**src/verilog/crr_map.svh**
```systemverilog
// Offsets, field positions, codes and reset values of the completion record reporter.
`ifndef CRR_MAP_SVH
`define CRR_MAP_SVH

// Completion record geometry, in bytes.
`define CRR_REC_BYTES        32
`define CRR_REC_ALIGN_BITS   5
`define CRR_OFF_STATUS       0
`define CRR_OFF_RESULT       1
`define CRR_OFF_FAULT_INFO   2
`define CRR_OFF_BYTES_DONE   4
`define CRR_OFF_FAULT_ADDR   8
`define CRR_OFF_INV_FLAGS    16
`define CRR_OFF_BYTES_WRIT   24

// Field positions inside the record bytes.
`define CRR_ST_RW_BIT        7
`define CRR_ST_CODE_MSB      5
`define CRR_FI_OPND_MSB      3
`define CRR_FI_OPND_LSB      1
`define CRR_FI_MASKED_BIT    0
`define CRR_RES_UNDERFLOW    3
`define CRR_RES_OVERFLOW     2
`define CRR_RES_DENORMAL     1
`define CRR_RES_INVALID      0
`define CRR_ADDR_LOW_MSB     11

// Operation status codes.
`define CRR_ST_SUCCESS       6'h01
`define CRR_ST_FALSE_PRED    6'h02
`define CRR_ST_PF_A          6'h03
`define CRR_ST_PF_B          6'h04
`define CRR_ST_PF_C          6'h06
`define CRR_ST_INV_FLAGS     6'h10
`define CRR_ST_XLAT_FAULT    6'h1a
`define CRR_ST_PF_D          6'h1f
`define CRR_ST_FALLBACK      6'h3f

// Register map of the software port.
`define CRR_REG_CTRL         8'h00
`define CRR_REG_STATUS       8'h04
`define CRR_REG_CAP          8'h08
`define CRR_REG_COUNT        8'h0c
`define CRR_CTRL_ENABLE      0
`define CRR_CTRL_MASK_LOW    1
`define CRR_CTRL_RESET       32'h0000_0001

`endif

```
**src/verilog/crr_pkg.sv**
```systemverilog
// Types shared by the completion record reporter.
package crr_pkg;

  // Destination data formats of the element path.
  typedef enum logic [3:0] {
    CRR_FP32      = 4'h0,
    CRR_FP16      = 4'h1,
    CRR_BF16      = 4'h2,
    CRR_FP8_E5M2  = 4'h3,
    CRR_EIGHT_BIT_FLOAT_FOUR_EXPONENT  = 4'h4,
    CRR_INT8      = 4'h5,
    CRR_INT16     = 4'h6,
    CRR_INT32     = 4'h7
  } crr_fmt_type;

  // Rounding types.
  typedef enum logic [1:0] {
    CRR_RND_NEAREST_EVEN = 2'h0,
    CRR_RND_NEGATIVE     = 2'h1,
    CRR_RND_POSITIVE     = 2'h2,
    CRR_RND_ZERO         = 2'h3
  } crr_round_type;

  // Record writer states.
  typedef enum logic [2:0] {
    CRR_IDLE  = 3'h0,
    CRR_DRAIN = 3'h1,
    CRR_WR1   = 3'h2,
    CRR_WR2   = 3'h3,
    CRR_WR3   = 3'h4,
    CRR_WR0   = 3'h5
  } crr_state_type;

  // One ALU element with its exception classification.
  typedef struct packed {
    logic [3:0]    fmt;
    crr_round_type rnd;
    logic          flush_to_zero_flag;
    logic          denormals_as_zero_flag;
    logic          saturate;
    logic          is_signed;
    logic          sign;
    logic          overflow;
    logic          underflow;
    logic          opnd_denormal;
    logic          opnd_nan;
    logic          inf_opposite_add;
    logic [31:0]   value;
  } crr_elem_type;

  // One finished or stopped descriptor.
  typedef struct packed {
    logic [63:0] rec_addr;
    logic [5:0]  op_status;
    logic        fault_write;
    logic        is_compute;
    logic        check_result;
    logic [7:0]  op_result;
    logic [2:0]  fault_opnd;
    logic        fault_addr_valid;
    logic [63:0] fault_addr;
    logic [31:0] bytes_done;
    logic        full_done;
    logic        has_bytes_written;
    logic [31:0] bytes_written;
    logic [23:0] invalid_flags;
  } crr_req_type;

  // One 64-bit write toward host memory.
  typedef struct packed {
    logic [63:0] addr;
    logic [63:0] data;
    logic        last;
  } crr_mem_type;

endpackage : crr_pkg

```
**src/verilog/crr_reporter.sv**
```systemverilog
// Completion record reporter: numeric exception handling and record assembly.
`include "crr_map.svh"

module crr_reporter
  import crr_pkg::*;
#(
  parameter bit FAULT_INFO_SUPPORT = 1'b1,
  parameter int ADDR_W             = 8
) (
  // Clock and reset.
  input  wire logic              clk_sys,
  input  wire logic              rst,
  // Software register port.
  input  wire logic [ADDR_W-1:0] reg_addr,
  input  wire logic [31:0]       reg_wdata,
  input  wire logic              reg_wr,
  input  wire logic              reg_rd,
  output logic      [31:0]       reg_rdata,
  // ALU element path.
  input  wire logic              elem_valid,
  input  crr_elem_type           elem_in,
  output logic                   elem_out_valid,
  output logic      [31:0]       elem_out_value,
  output logic      [3:0]        elem_out_flags,
  // Completion requests.
  input  wire logic              cmp_valid,
  output logic                   cmp_ready,
  input  crr_req_type            cmp_req,
  // Destination write path is empty of outstanding writes.
  input  wire logic              dst_writes_idle,
  // Record writes toward host memory.
  output logic                   mem_valid,
  input  wire logic              mem_ready,
  output crr_mem_type            mem_wr
);

  // Software control and observation state.
  logic [31:0]   ctrl_ff;
  logic [31:0]   rec_count_ff;
  logic [31:0]   reg_rdata_ff;
  // Element path state.
  logic          elem_out_valid_ff;
  logic [31:0]   elem_out_value_ff;
  logic [3:0]    elem_out_flags_ff;
  logic [3:0]    acc_flags_ff;
  // Record writer state.
  crr_state_type state_ff;
  crr_state_type nxt_state;
  crr_req_type   req_ff;
  logic [3:0]    rec_flags_ff;
  logic [63:0]   beat0_ff;
  logic [63:0]   beat1_ff;
  logic [63:0]   beat2_ff;
  logic [63:0]   beat3_ff;
  // Combinational element results.
  logic [31:0]   nxt_value;
  logic [3:0]    nxt_flags;
  logic          fmt_ok;
  logic          fmt_int;
  logic [31:0]   v_inf;
  logic [31:0]   v_max;
  logic [31:0]   v_nan;
  logic [31:0]   v_sign;
  logic [31:0]   v_mask;
  logic [31:0]   v_smin;
  // Combinational record fields.
  logic [5:0]    rec_code;
  logic [7:0]    rec_status;
  logic [7:0]    rec_result;
  logic [7:0]    rec_finfo;
  logic [31:0]   rec_bytes;
  logic [63:0]   rec_faddr;
  logic [23:0]   rec_inv;
  logic          page_fault;
  logic          xlat_fault;
  logic          accept;

  // Per-format constants; an undefined format code marks the operand invalid.
  always_comb begin
    fmt_ok  = 1'b1;
    fmt_int = 1'b0;
    v_inf   = 32'h0000_0000;
    v_max   = 32'h0000_0000;
    v_nan   = 32'h0000_0000;
    v_sign  = 32'h0000_0000;
    v_mask  = 32'hffff_ffff;
    v_smin  = 32'h0000_0000;
    unique case (elem_in.fmt)
      CRR_FP32: begin
        v_inf  = 32'h7f80_0000;
        v_max  = 32'h7f7f_ffff;
        v_nan  = 32'h7fc0_0000;
        v_sign = 32'h8000_0000;
      end
      CRR_FP16: begin
        v_inf  = 32'h0000_7c00;
        v_max  = 32'h0000_7bff;
        v_nan  = 32'h0000_7e00;
        v_sign = 32'h0000_8000;
        v_mask = 32'h0000_ffff;
      end
      CRR_BF16: begin
        v_inf  = 32'h0000_7f80;
        v_max  = 32'h0000_7f7f;
        v_nan  = 32'h0000_7fc0;
        v_sign = 32'h0000_8000;
        v_mask = 32'h0000_ffff;
      end
      CRR_FP8_E5M2: begin
        v_inf  = 32'h0000_007c;
        v_max  = 32'h0000_007b;
        v_nan  = 32'h0000_007e;
        v_sign = 32'h0000_0080;
        v_mask = 32'h0000_00ff;
      end
      CRR_EIGHT_BIT_FLOAT_FOUR_EXPONENT: begin
        // This format has no infinity, so the NaN code stands in for it.
        v_inf  = 32'h0000_007f;
        v_max  = 32'h0000_007e;
        v_nan  = 32'h0000_007f;
        v_sign = 32'h0000_0080;
        v_mask = 32'h0000_00ff;
      end
      CRR_INT8: begin
        fmt_int = 1'b1;
        v_mask  = 32'h0000_00ff;
        v_smin  = 32'h0000_0080;
      end
      CRR_INT16: begin
        fmt_int = 1'b1;
        v_mask  = 32'h0000_ffff;
        v_smin  = 32'h0000_8000;
      end
      CRR_INT32: begin
        fmt_int = 1'b1;
        v_smin  = 32'h8000_0000;
      end
      default: begin
        fmt_ok = 1'b0;
      end
    endcase
  end

  // Exception priority: invalid, then overflow, then underflow; the denormal operand flag is added alongside any of them.
  always_comb begin
    nxt_flags = 4'h0;
    nxt_value = elem_in.value & v_mask;
    if (!elem_in.denormals_as_zero_flag && elem_in.opnd_denormal && !fmt_int) begin
      // The ALU already rounded with the bounded exponent; only the flag is added.
      nxt_flags[`CRR_RES_DENORMAL] = 1'b1;
    end
    if (!fmt_ok || elem_in.opnd_nan || elem_in.inf_opposite_add) begin
      nxt_flags[`CRR_RES_INVALID] = 1'b1;
      nxt_value = v_nan;
    end else if (elem_in.overflow && fmt_int) begin
      nxt_flags[`CRR_RES_OVERFLOW] = 1'b1;
      if (!elem_in.saturate) begin
        nxt_value = elem_in.value & v_mask;
      end else if (!elem_in.is_signed) begin
        nxt_value = v_mask;
      end else if (elem_in.sign) begin
        nxt_value = v_smin;
      end else begin
        nxt_value = v_mask & ~v_smin;
      end
    end else if (elem_in.overflow) begin
      nxt_flags[`CRR_RES_OVERFLOW] = 1'b1;
      if (elem_in.sign && (elem_in.rnd == CRR_RND_NEGATIVE ||
                           elem_in.rnd == CRR_RND_NEAREST_EVEN)) begin
        nxt_value = v_inf | v_sign;
      end else if (!elem_in.sign && (elem_in.rnd == CRR_RND_POSITIVE ||
                                     elem_in.rnd == CRR_RND_NEAREST_EVEN)) begin
        nxt_value = v_inf;
      end else begin
        nxt_value = elem_in.sign ? (v_max | v_sign) : v_max;
      end
    end else if (elem_in.underflow && !fmt_int) begin
      nxt_flags[`CRR_RES_UNDERFLOW] = 1'b1;
      if (elem_in.flush_to_zero_flag) begin
        nxt_value = elem_in.sign ? v_sign : 32'h0000_0000;
      end
    end
  end

  // Element results leave from flip-flops one cycle after the element arrives.
  always_ff @(posedge clk_sys or posedge rst) begin
    if (rst) begin
      elem_out_valid_ff <= 1'b0;
      elem_out_value_ff <= 32'h0000_0000;
      elem_out_flags_ff <= 4'h0;
    end else begin
      elem_out_valid_ff <= elem_valid;
      if (elem_valid) begin
        elem_out_value_ff <= nxt_value;
        elem_out_flags_ff <= nxt_flags;
      end
    end
  end

  // Sticky result flags of the running compute operation; a new element in the
  // same cycle as the hand-off starts the next operation rather than being lost.
  always_ff @(posedge clk_sys or posedge rst) begin
    if (rst) begin
      acc_flags_ff <= 4'h0;
    end else if (accept) begin
      acc_flags_ff <= elem_valid ? nxt_flags : 4'h0;
    end else if (elem_valid) begin
      acc_flags_ff <= acc_flags_ff | nxt_flags;
    end
  end

  // Status classification of the incoming request.
  assign page_fault = (cmp_req.op_status == `CRR_ST_PF_A) ||
                      (cmp_req.op_status == `CRR_ST_PF_B) ||
                      (cmp_req.op_status == `CRR_ST_PF_C) ||
                      (cmp_req.op_status == `CRR_ST_PF_D);
  assign xlat_fault = page_fault || (cmp_req.op_status == `CRR_ST_XLAT_FAULT);
  assign rec_result = cmp_req.is_compute ? {4'h0, acc_flags_ff} : cmp_req.op_result;

  // Record fields as they will be written.
  always_comb begin
    rec_code = cmp_req.op_status;
    if (cmp_req.is_compute && cmp_req.op_status == `CRR_ST_SUCCESS &&
        cmp_req.check_result && rec_result != 8'h00) begin
      rec_code = `CRR_ST_FALSE_PRED;
    end
    if (rec_code == 6'h00) begin
      // A zero code would look like a record that never arrived.
      rec_code = `CRR_ST_FALLBACK;
    end
    rec_status = {1'b0, 1'b0, rec_code};
    if (xlat_fault) begin
      rec_status[`CRR_ST_RW_BIT] = cmp_req.fault_write;
    end
    rec_finfo = 8'h00;
    if (page_fault && FAULT_INFO_SUPPORT) begin
      rec_finfo[`CRR_FI_OPND_MSB:`CRR_FI_OPND_LSB] = cmp_req.fault_opnd;
      rec_finfo[`CRR_FI_MASKED_BIT] = !cmp_req.fault_addr_valid;
    end
    // Undefined fields outside page faults are written as zero for repeatability.
    rec_bytes = 32'h0000_0000;
    if (page_fault && !cmp_req.full_done) begin
      rec_bytes = cmp_req.bytes_done;
    end
    rec_faddr = 64'h0000_0000_0000_0000;
    if (page_fault && (cmp_req.fault_addr_valid || !FAULT_INFO_SUPPORT)) begin
      rec_faddr = cmp_req.fault_addr;
      if (ctrl_ff[`CRR_CTRL_MASK_LOW]) begin
        rec_faddr[`CRR_ADDR_LOW_MSB:0] = 12'h000;
      end
    end
    rec_inv = 24'h00_0000;
    if (cmp_req.op_status == `CRR_ST_INV_FLAGS) begin
      rec_inv = cmp_req.invalid_flags;
      if (rec_inv == 24'h00_0000) begin
        rec_inv = 24'h00_0001;
      end
    end
  end

  // A request is taken only while idle and enabled.
  assign accept    = cmp_valid && cmp_ready;
  assign cmp_ready = (state_ff == CRR_IDLE) && ctrl_ff[`CRR_CTRL_ENABLE];

  // Capture the record once, so the request may change after the hand-off.
  always_ff @(posedge clk_sys or posedge rst) begin
    if (rst) begin
      req_ff       <= '0;
      rec_flags_ff <= 4'h0;
      beat0_ff     <= 64'h0000_0000_0000_0000;
      beat1_ff     <= 64'h0000_0000_0000_0000;
      beat2_ff     <= 64'h0000_0000_0000_0000;
      beat3_ff     <= 64'h0000_0000_0000_0000;
    end else if (accept) begin
      req_ff       <= cmp_req;
      rec_flags_ff <= acc_flags_ff;
      beat0_ff     <= {rec_bytes, 8'h00, rec_finfo, rec_result, rec_status};
      beat1_ff     <= rec_faddr;
      beat2_ff     <= {40'h00_0000_0000, rec_inv};
      beat3_ff     <= {32'h0000_0000,
                       cmp_req.has_bytes_written ? cmp_req.bytes_written : 32'h0000_0000};
    end
  end

  // Writer sequence: wait for destination writes, then offsets 8, 16, 24 and 0 last.
  always_comb begin
    nxt_state = state_ff;
    unique case (state_ff)
      CRR_IDLE:  if (accept) nxt_state = CRR_DRAIN;
      CRR_DRAIN: if (dst_writes_idle) nxt_state = CRR_WR1;
      CRR_WR1:   if (mem_ready) nxt_state = CRR_WR2;
      CRR_WR2:   if (mem_ready) nxt_state = CRR_WR3;
      CRR_WR3:   if (mem_ready) nxt_state = CRR_WR0;
      CRR_WR0:   if (mem_ready) nxt_state = CRR_IDLE;
      default:   nxt_state = CRR_IDLE;
    endcase
  end

  // Writer state register.
  always_ff @(posedge clk_sys or posedge rst) begin
    if (rst) begin
      state_ff <= CRR_IDLE;
    end else begin
      state_ff <= nxt_state;
    end
  end

  // Memory write beats; the base is forced onto a 32-byte boundary.
  always_comb begin
    mem_valid    = 1'b0;
    mem_wr.addr  = {req_ff.rec_addr[63:`CRR_REC_ALIGN_BITS], 5'h00};
    mem_wr.data  = beat0_ff;
    mem_wr.last  = 1'b0;
    unique case (state_ff)
      CRR_WR1: begin
        mem_valid   = 1'b1;
        mem_wr.addr = mem_wr.addr | 64'd`CRR_OFF_FAULT_ADDR;
        mem_wr.data = beat1_ff;
      end
      CRR_WR2: begin
        mem_valid   = 1'b1;
        mem_wr.addr = mem_wr.addr | 64'd`CRR_OFF_INV_FLAGS;
        mem_wr.data = beat2_ff;
      end
      CRR_WR3: begin
        mem_valid   = 1'b1;
        mem_wr.addr = mem_wr.addr | 64'd`CRR_OFF_BYTES_WRIT;
        mem_wr.data = beat3_ff;
      end
      CRR_WR0: begin
        mem_valid   = 1'b1;
        mem_wr.last = 1'b1;
      end
      default: begin
        mem_valid   = 1'b0;
      end
    endcase
  end

  // Control register written by software.
  always_ff @(posedge clk_sys or posedge rst) begin
    if (rst) begin
      ctrl_ff <= `CRR_CTRL_RESET;
    end else if (reg_wr && reg_addr == ADDR_W'(`CRR_REG_CTRL)) begin
      ctrl_ff <= {30'h0, reg_wdata[1:0]};
    end
  end

  // Count of records fully written; a software write clears it, except in a cycle where a record completes, which increments it instead.
  always_ff @(posedge clk_sys or posedge rst) begin
    if (rst) begin
      rec_count_ff <= 32'h0000_0000;
    end else if (state_ff == CRR_WR0 && mem_ready) begin
      rec_count_ff <= rec_count_ff + 32'h0000_0001;
    end else if (reg_wr && reg_addr == ADDR_W'(`CRR_REG_COUNT)) begin
      rec_count_ff <= 32'h0000_0000;
    end
  end

  // Read data appear in the cycle after the read strobe; unmapped words read zero.
  always_ff @(posedge clk_sys or posedge rst) begin
    if (rst) begin
      reg_rdata_ff <= 32'h0000_0000;
    end else if (reg_rd) begin
      unique case (reg_addr)
        ADDR_W'(`CRR_REG_CTRL):   reg_rdata_ff <= ctrl_ff;
        ADDR_W'(`CRR_REG_STATUS): reg_rdata_ff <= {24'h00_0000, rec_flags_ff,
                                                   acc_flags_ff[0], state_ff};
        ADDR_W'(`CRR_REG_CAP):    reg_rdata_ff <= {31'h0, FAULT_INFO_SUPPORT};
        ADDR_W'(`CRR_REG_COUNT):  reg_rdata_ff <= rec_count_ff;
        default:                  reg_rdata_ff <= 32'h0000_0000;
      endcase
    end else begin
      reg_rdata_ff <= 32'h0000_0000;
    end
  end

  // Output drives.
  assign reg_rdata      = reg_rdata_ff;
  assign elem_out_valid = elem_out_valid_ff;
  assign elem_out_value = elem_out_value_ff;
  assign elem_out_flags = elem_out_flags_ff;

endmodule : crr_reporter

```
**config.mk**
```make
export PLATFORM = sky130hd
export DESIGN_NAME = crr_reporter
export DESIGN_NICKNAME = d
export VERILOG_FILES = /design/src/verilog/crr_pkg.sv /design/src/verilog/crr_reporter.sv
export VERILOG_INCLUDE_DIRS = /design/src /design/src/verilog
export SDC_FILE = /design/constraint.sdc
export NUM_CORES = 1
export LEC_CHECK = 0
export ABC_AREA = 1
export BUFFER_PORTS_ARGS = -buffer_cell sky130_fd_sc_hd__buf_4
export CORE_AREA = 2 2 206 208
export CTS_CLUSTER_SIZE = 16
export DETAILED_ROUTE_END_ITERATION = 10
export DIE_AREA = 0 0 208 210
export HOLD_SLACK_MARGIN = 0.05
export PLACE_DENSITY = 0.69
export SYNTH_ARGS = -nofsm -noshare
export SYNTH_HDL_FRONTEND = slang
export SYNTH_SLANG_ARGS = --single-unit
```
**constraint.sdc**
```tcl
create_clock -name clk_sys -period 14.9 [get_ports clk_sys]
set_clock_uncertainty 0.2 [all_clocks]
set_input_delay 0.745 -clock clk_sys [delete_from_list [all_inputs] [get_ports clk_sys]]
set_output_delay 0.745 -clock clk_sys [all_outputs]
set_load 0.005 [all_outputs]
```
==> metrics <==
GRT Util Overall=about 25%; Main synth FF type=dfrtp_1; first-pass GRT wire length=roughly 86000 um; cts bufs inserted=39; CTS resizes=0; commonest non-fill, non-tap cell in the layout=nand2_1; Starting Density=roughly 39%; Synth area leaders=dfrtp_1, nand2_1, nand3_1; GR Util met1=between 30 and 40%; setup_tns=0 ps; first drt pass iteration count=7; nature of the critical path startpoint=register; worst setup path category=register to primary output; Port Buffer Count=slightly below 500; layout cells sized above 1=between 20 and 25%; area delta synth->final=33.1%; Worst-Margin Slew=around 1200 ps; Slew HR=a little under a fifth; TritonCTS clock tree=yes; commonest non-fill, non-tap cells in the layout=nand2_1, buf_4, dfrtp_1; final hold violations=0; CP Data Required Time=13950 ps; CTS Hold Buffers Added=0; R2R cell count=9; Combinational Power Share=between 20% and 30%; WP data arrival=3200 ps; cell at the slowest stage of the critical path=inv_1; drt wl/cell=roughly 18 um; pwr dens=147 mW/mm2; Synth Cell Area=roughly 0.016 mm2; Util after Layout=around 52%; Yosys top cell by area=dfrtp_1; Hold Path Class=input port to async pin; Final Hold Slack=160 ps; Layout Nets=between 2000 and 3000; root buf cell=clkbuf_16; worst skew pair latency=about 560 ps; die width=208 um; CP max FO=21; Starting DRT DRC Count=1273; dpl ws=10880 ps; Final ANT Viol Nets=0; final worst path period need=~4100 ps; CP Depth=6; htree depth=2; Core Area=a little over 0.04 mm2; Placed Instance Area=between 0.02 and 0.025 mm2; postcts setup bufs=0; RSZ-0062 raised after global routing=no; GRT met3 Usage=5.78%; Fmax=241 MHz; FFs w/ async S/R, synth=between 90% and 100%; final slew viol count=0; clock-pin transition on the worst setup and hold timing paths=around 60 ps; largest net degree at the start of global routing=between 150 and 200; switching pwr=between 1 and 1.5 mW; Seq cells post-synth=around 340; Seq/Total Area, Yosys=approximately 53%; Top delay family on crit path=buffers and inverters; met2 Usage GRT=around two fifths; Ports=roughly 540; Synth cell types=50; DIE HEIGHT=between 200 and 250 um; vias=between 15000 and 20000; final worst path period share=27.8%; final setup vio count=0; CP max stage delay=1000 ps; peak supply drop=about 0.11 mV; share of the synthesized area in the top cell type=53.1%; Post-synth EDFFs=0; Final Worst Setup Slack=roughly 11000 ps; gpl congestion=0.920; GR Overflow Total=0; P_leak=10.7 nW; drt via density=between 5 and 6; P_int=2.08 mW; synthesized instance count=between 2000 and 2500; WP buf/inv=3; Clock power frac=a little under a third; switch share=34.0%; critical-path cell list=inv_2 -> nand3_1 -> inv_1 -> nand2_1 -> o2111ai_1 -> buf_4; vias in the first global route=approximately 15000; sequential power share=39.4%; Yosys warning count=0; Routed Wire Length=~56000 um; post-DP HPWL=slightly below 40000 um; GR peak layer=met2; # rows=75; initial antenna violation count=5; MaxCap Viol Count=0; Mean Syn Cell Area=8.06 um2; fin area=around 0.022 mm2; die area=0.0437 mm2; status=complete, no violations; CTS Sinks=roughly 340; CP Capture Type=primary output; DRC Markers=0; Longest Clk Path Bufs=3
## power by group through the flow
stage	sequential, mW	combinational [mW]	clock, mW
2_1_floorplan	1.24	0.476	0
3_3_place_gp	1.25	0.892	0
3_5_place_dp	1.25	0.913	0
4_1_cts	1.24	0.916	1.03
5_1_grt	1.27	1.01	1.07
6_report	1.24	0.910	1.00
## kinds of logic (layout without fill, tap and decap cells)
kind of cell             Yosys count  after routing  share of synthesized area [%]
adder cells (fa/ha/maj)            1              1                         0.0774
AO/OA/AOI/OAI                    383            383                           13.1
XOR/XNOR                           2              2                          0.108
AND/OR/NAND/NOR                  927            927                           24.7
buffers and inverters            346            817                           8.70
flip-flops                       344            344                           53.3
other                              1              7                         0.0232
## layer usage
| metal | share of wire (%) | vias to the layer above |
|---|---|---|
| met2 | 49 | 579 |
| met1 | 42 | 7461 |
| li1 | - | 7439 |
| met4 | 2.9 | 2 |
| met3 | 6.7 | 97 |
| met5 | 0.023 | - |
## metrics by stage
step / instances / total power [mW]
3_5_place_dp: 2946 / 2.17
6_report: 3020 / 3.16
5_1_grt: 3020 / 3.34
4_1_cts: 3016 / 3.18
2_1_floorplan: 2006 / 1.72
3_3_place_gp: 2946 / 2.14
## layout make-up
cell class | instances | area [um2]
fill | 3895 | 20000
sequential | 344 | 8610
multi-input combinational | 1316 | 6170
timing repair buffer | 506 | 3810
clock buffer | 54 | 1100
inverter | 241 | 923
tap | 539 | 674
clock inverter | 16 | 211
antenna | 4 | 10.0
## flip-flops by register name (all words and copies together) (netlist names)
name            flops
beat2_ff           24
reg_rdata          32
req_ff             59
elem_out_valid      1
ctrl_ff             2
elem_out_flags      4
elem_out_value     32
beat3_ff           32
rec_flags_ff        4
beat0_ff           51
beat1_ff           64
rec_count_ff       32
acc_flags_ff        4
state_ff            3
## Yosys cell counts (3+ instances only)
library cell,instances
o2111ai_1,20
nor2_4,3
a31oi_1,6
inv_2,5
inv_1,232
a21oi_1,61
nand4_1,16
nand2_4,5
nand3_2,4
o22ai_1,56
nand3_1,204
nor2_1,107
nand2_2,4
buf_4,5
nor3_1,21
dfrtp_1,343
nor3b_1,3
nand2_1,544
o21ai_0,180
nor4_1,3
o211ai_1,7
clkbuf_2,3
nor2_2,7
o21ai_1,42
o221ai_1,4
buf_1,6
clkbuf_1,47
buf_2,41
## worst paths after layout
path                                                  end  slack, ps                     from
hold reg to reg                   req_ff[222]$_DFFE_PP0P_        280  req_ff[222]$_DFFE_PP0P_
hold / removal             elem_out_value[19]$_DFFE_PP0P_        160                      rst
min in group clk_sys              req_ff[180]$_DFFE_PP0P_        170             cmp_req[180]
setup reg to reg                 beat0_ff[53]$_DFFE_PP0P_      10890  state_ff[0]$_DFFE_PP0P_
max in group asynchronous     rec_count_ff[4]$_DFFE_PP0P_      12110                      rst
setup / recovery                                mem_wr[4]      10760  state_ff[1]$_DFFE_PP0P_
Note: power is estimated with default switching activity, not from simulation.
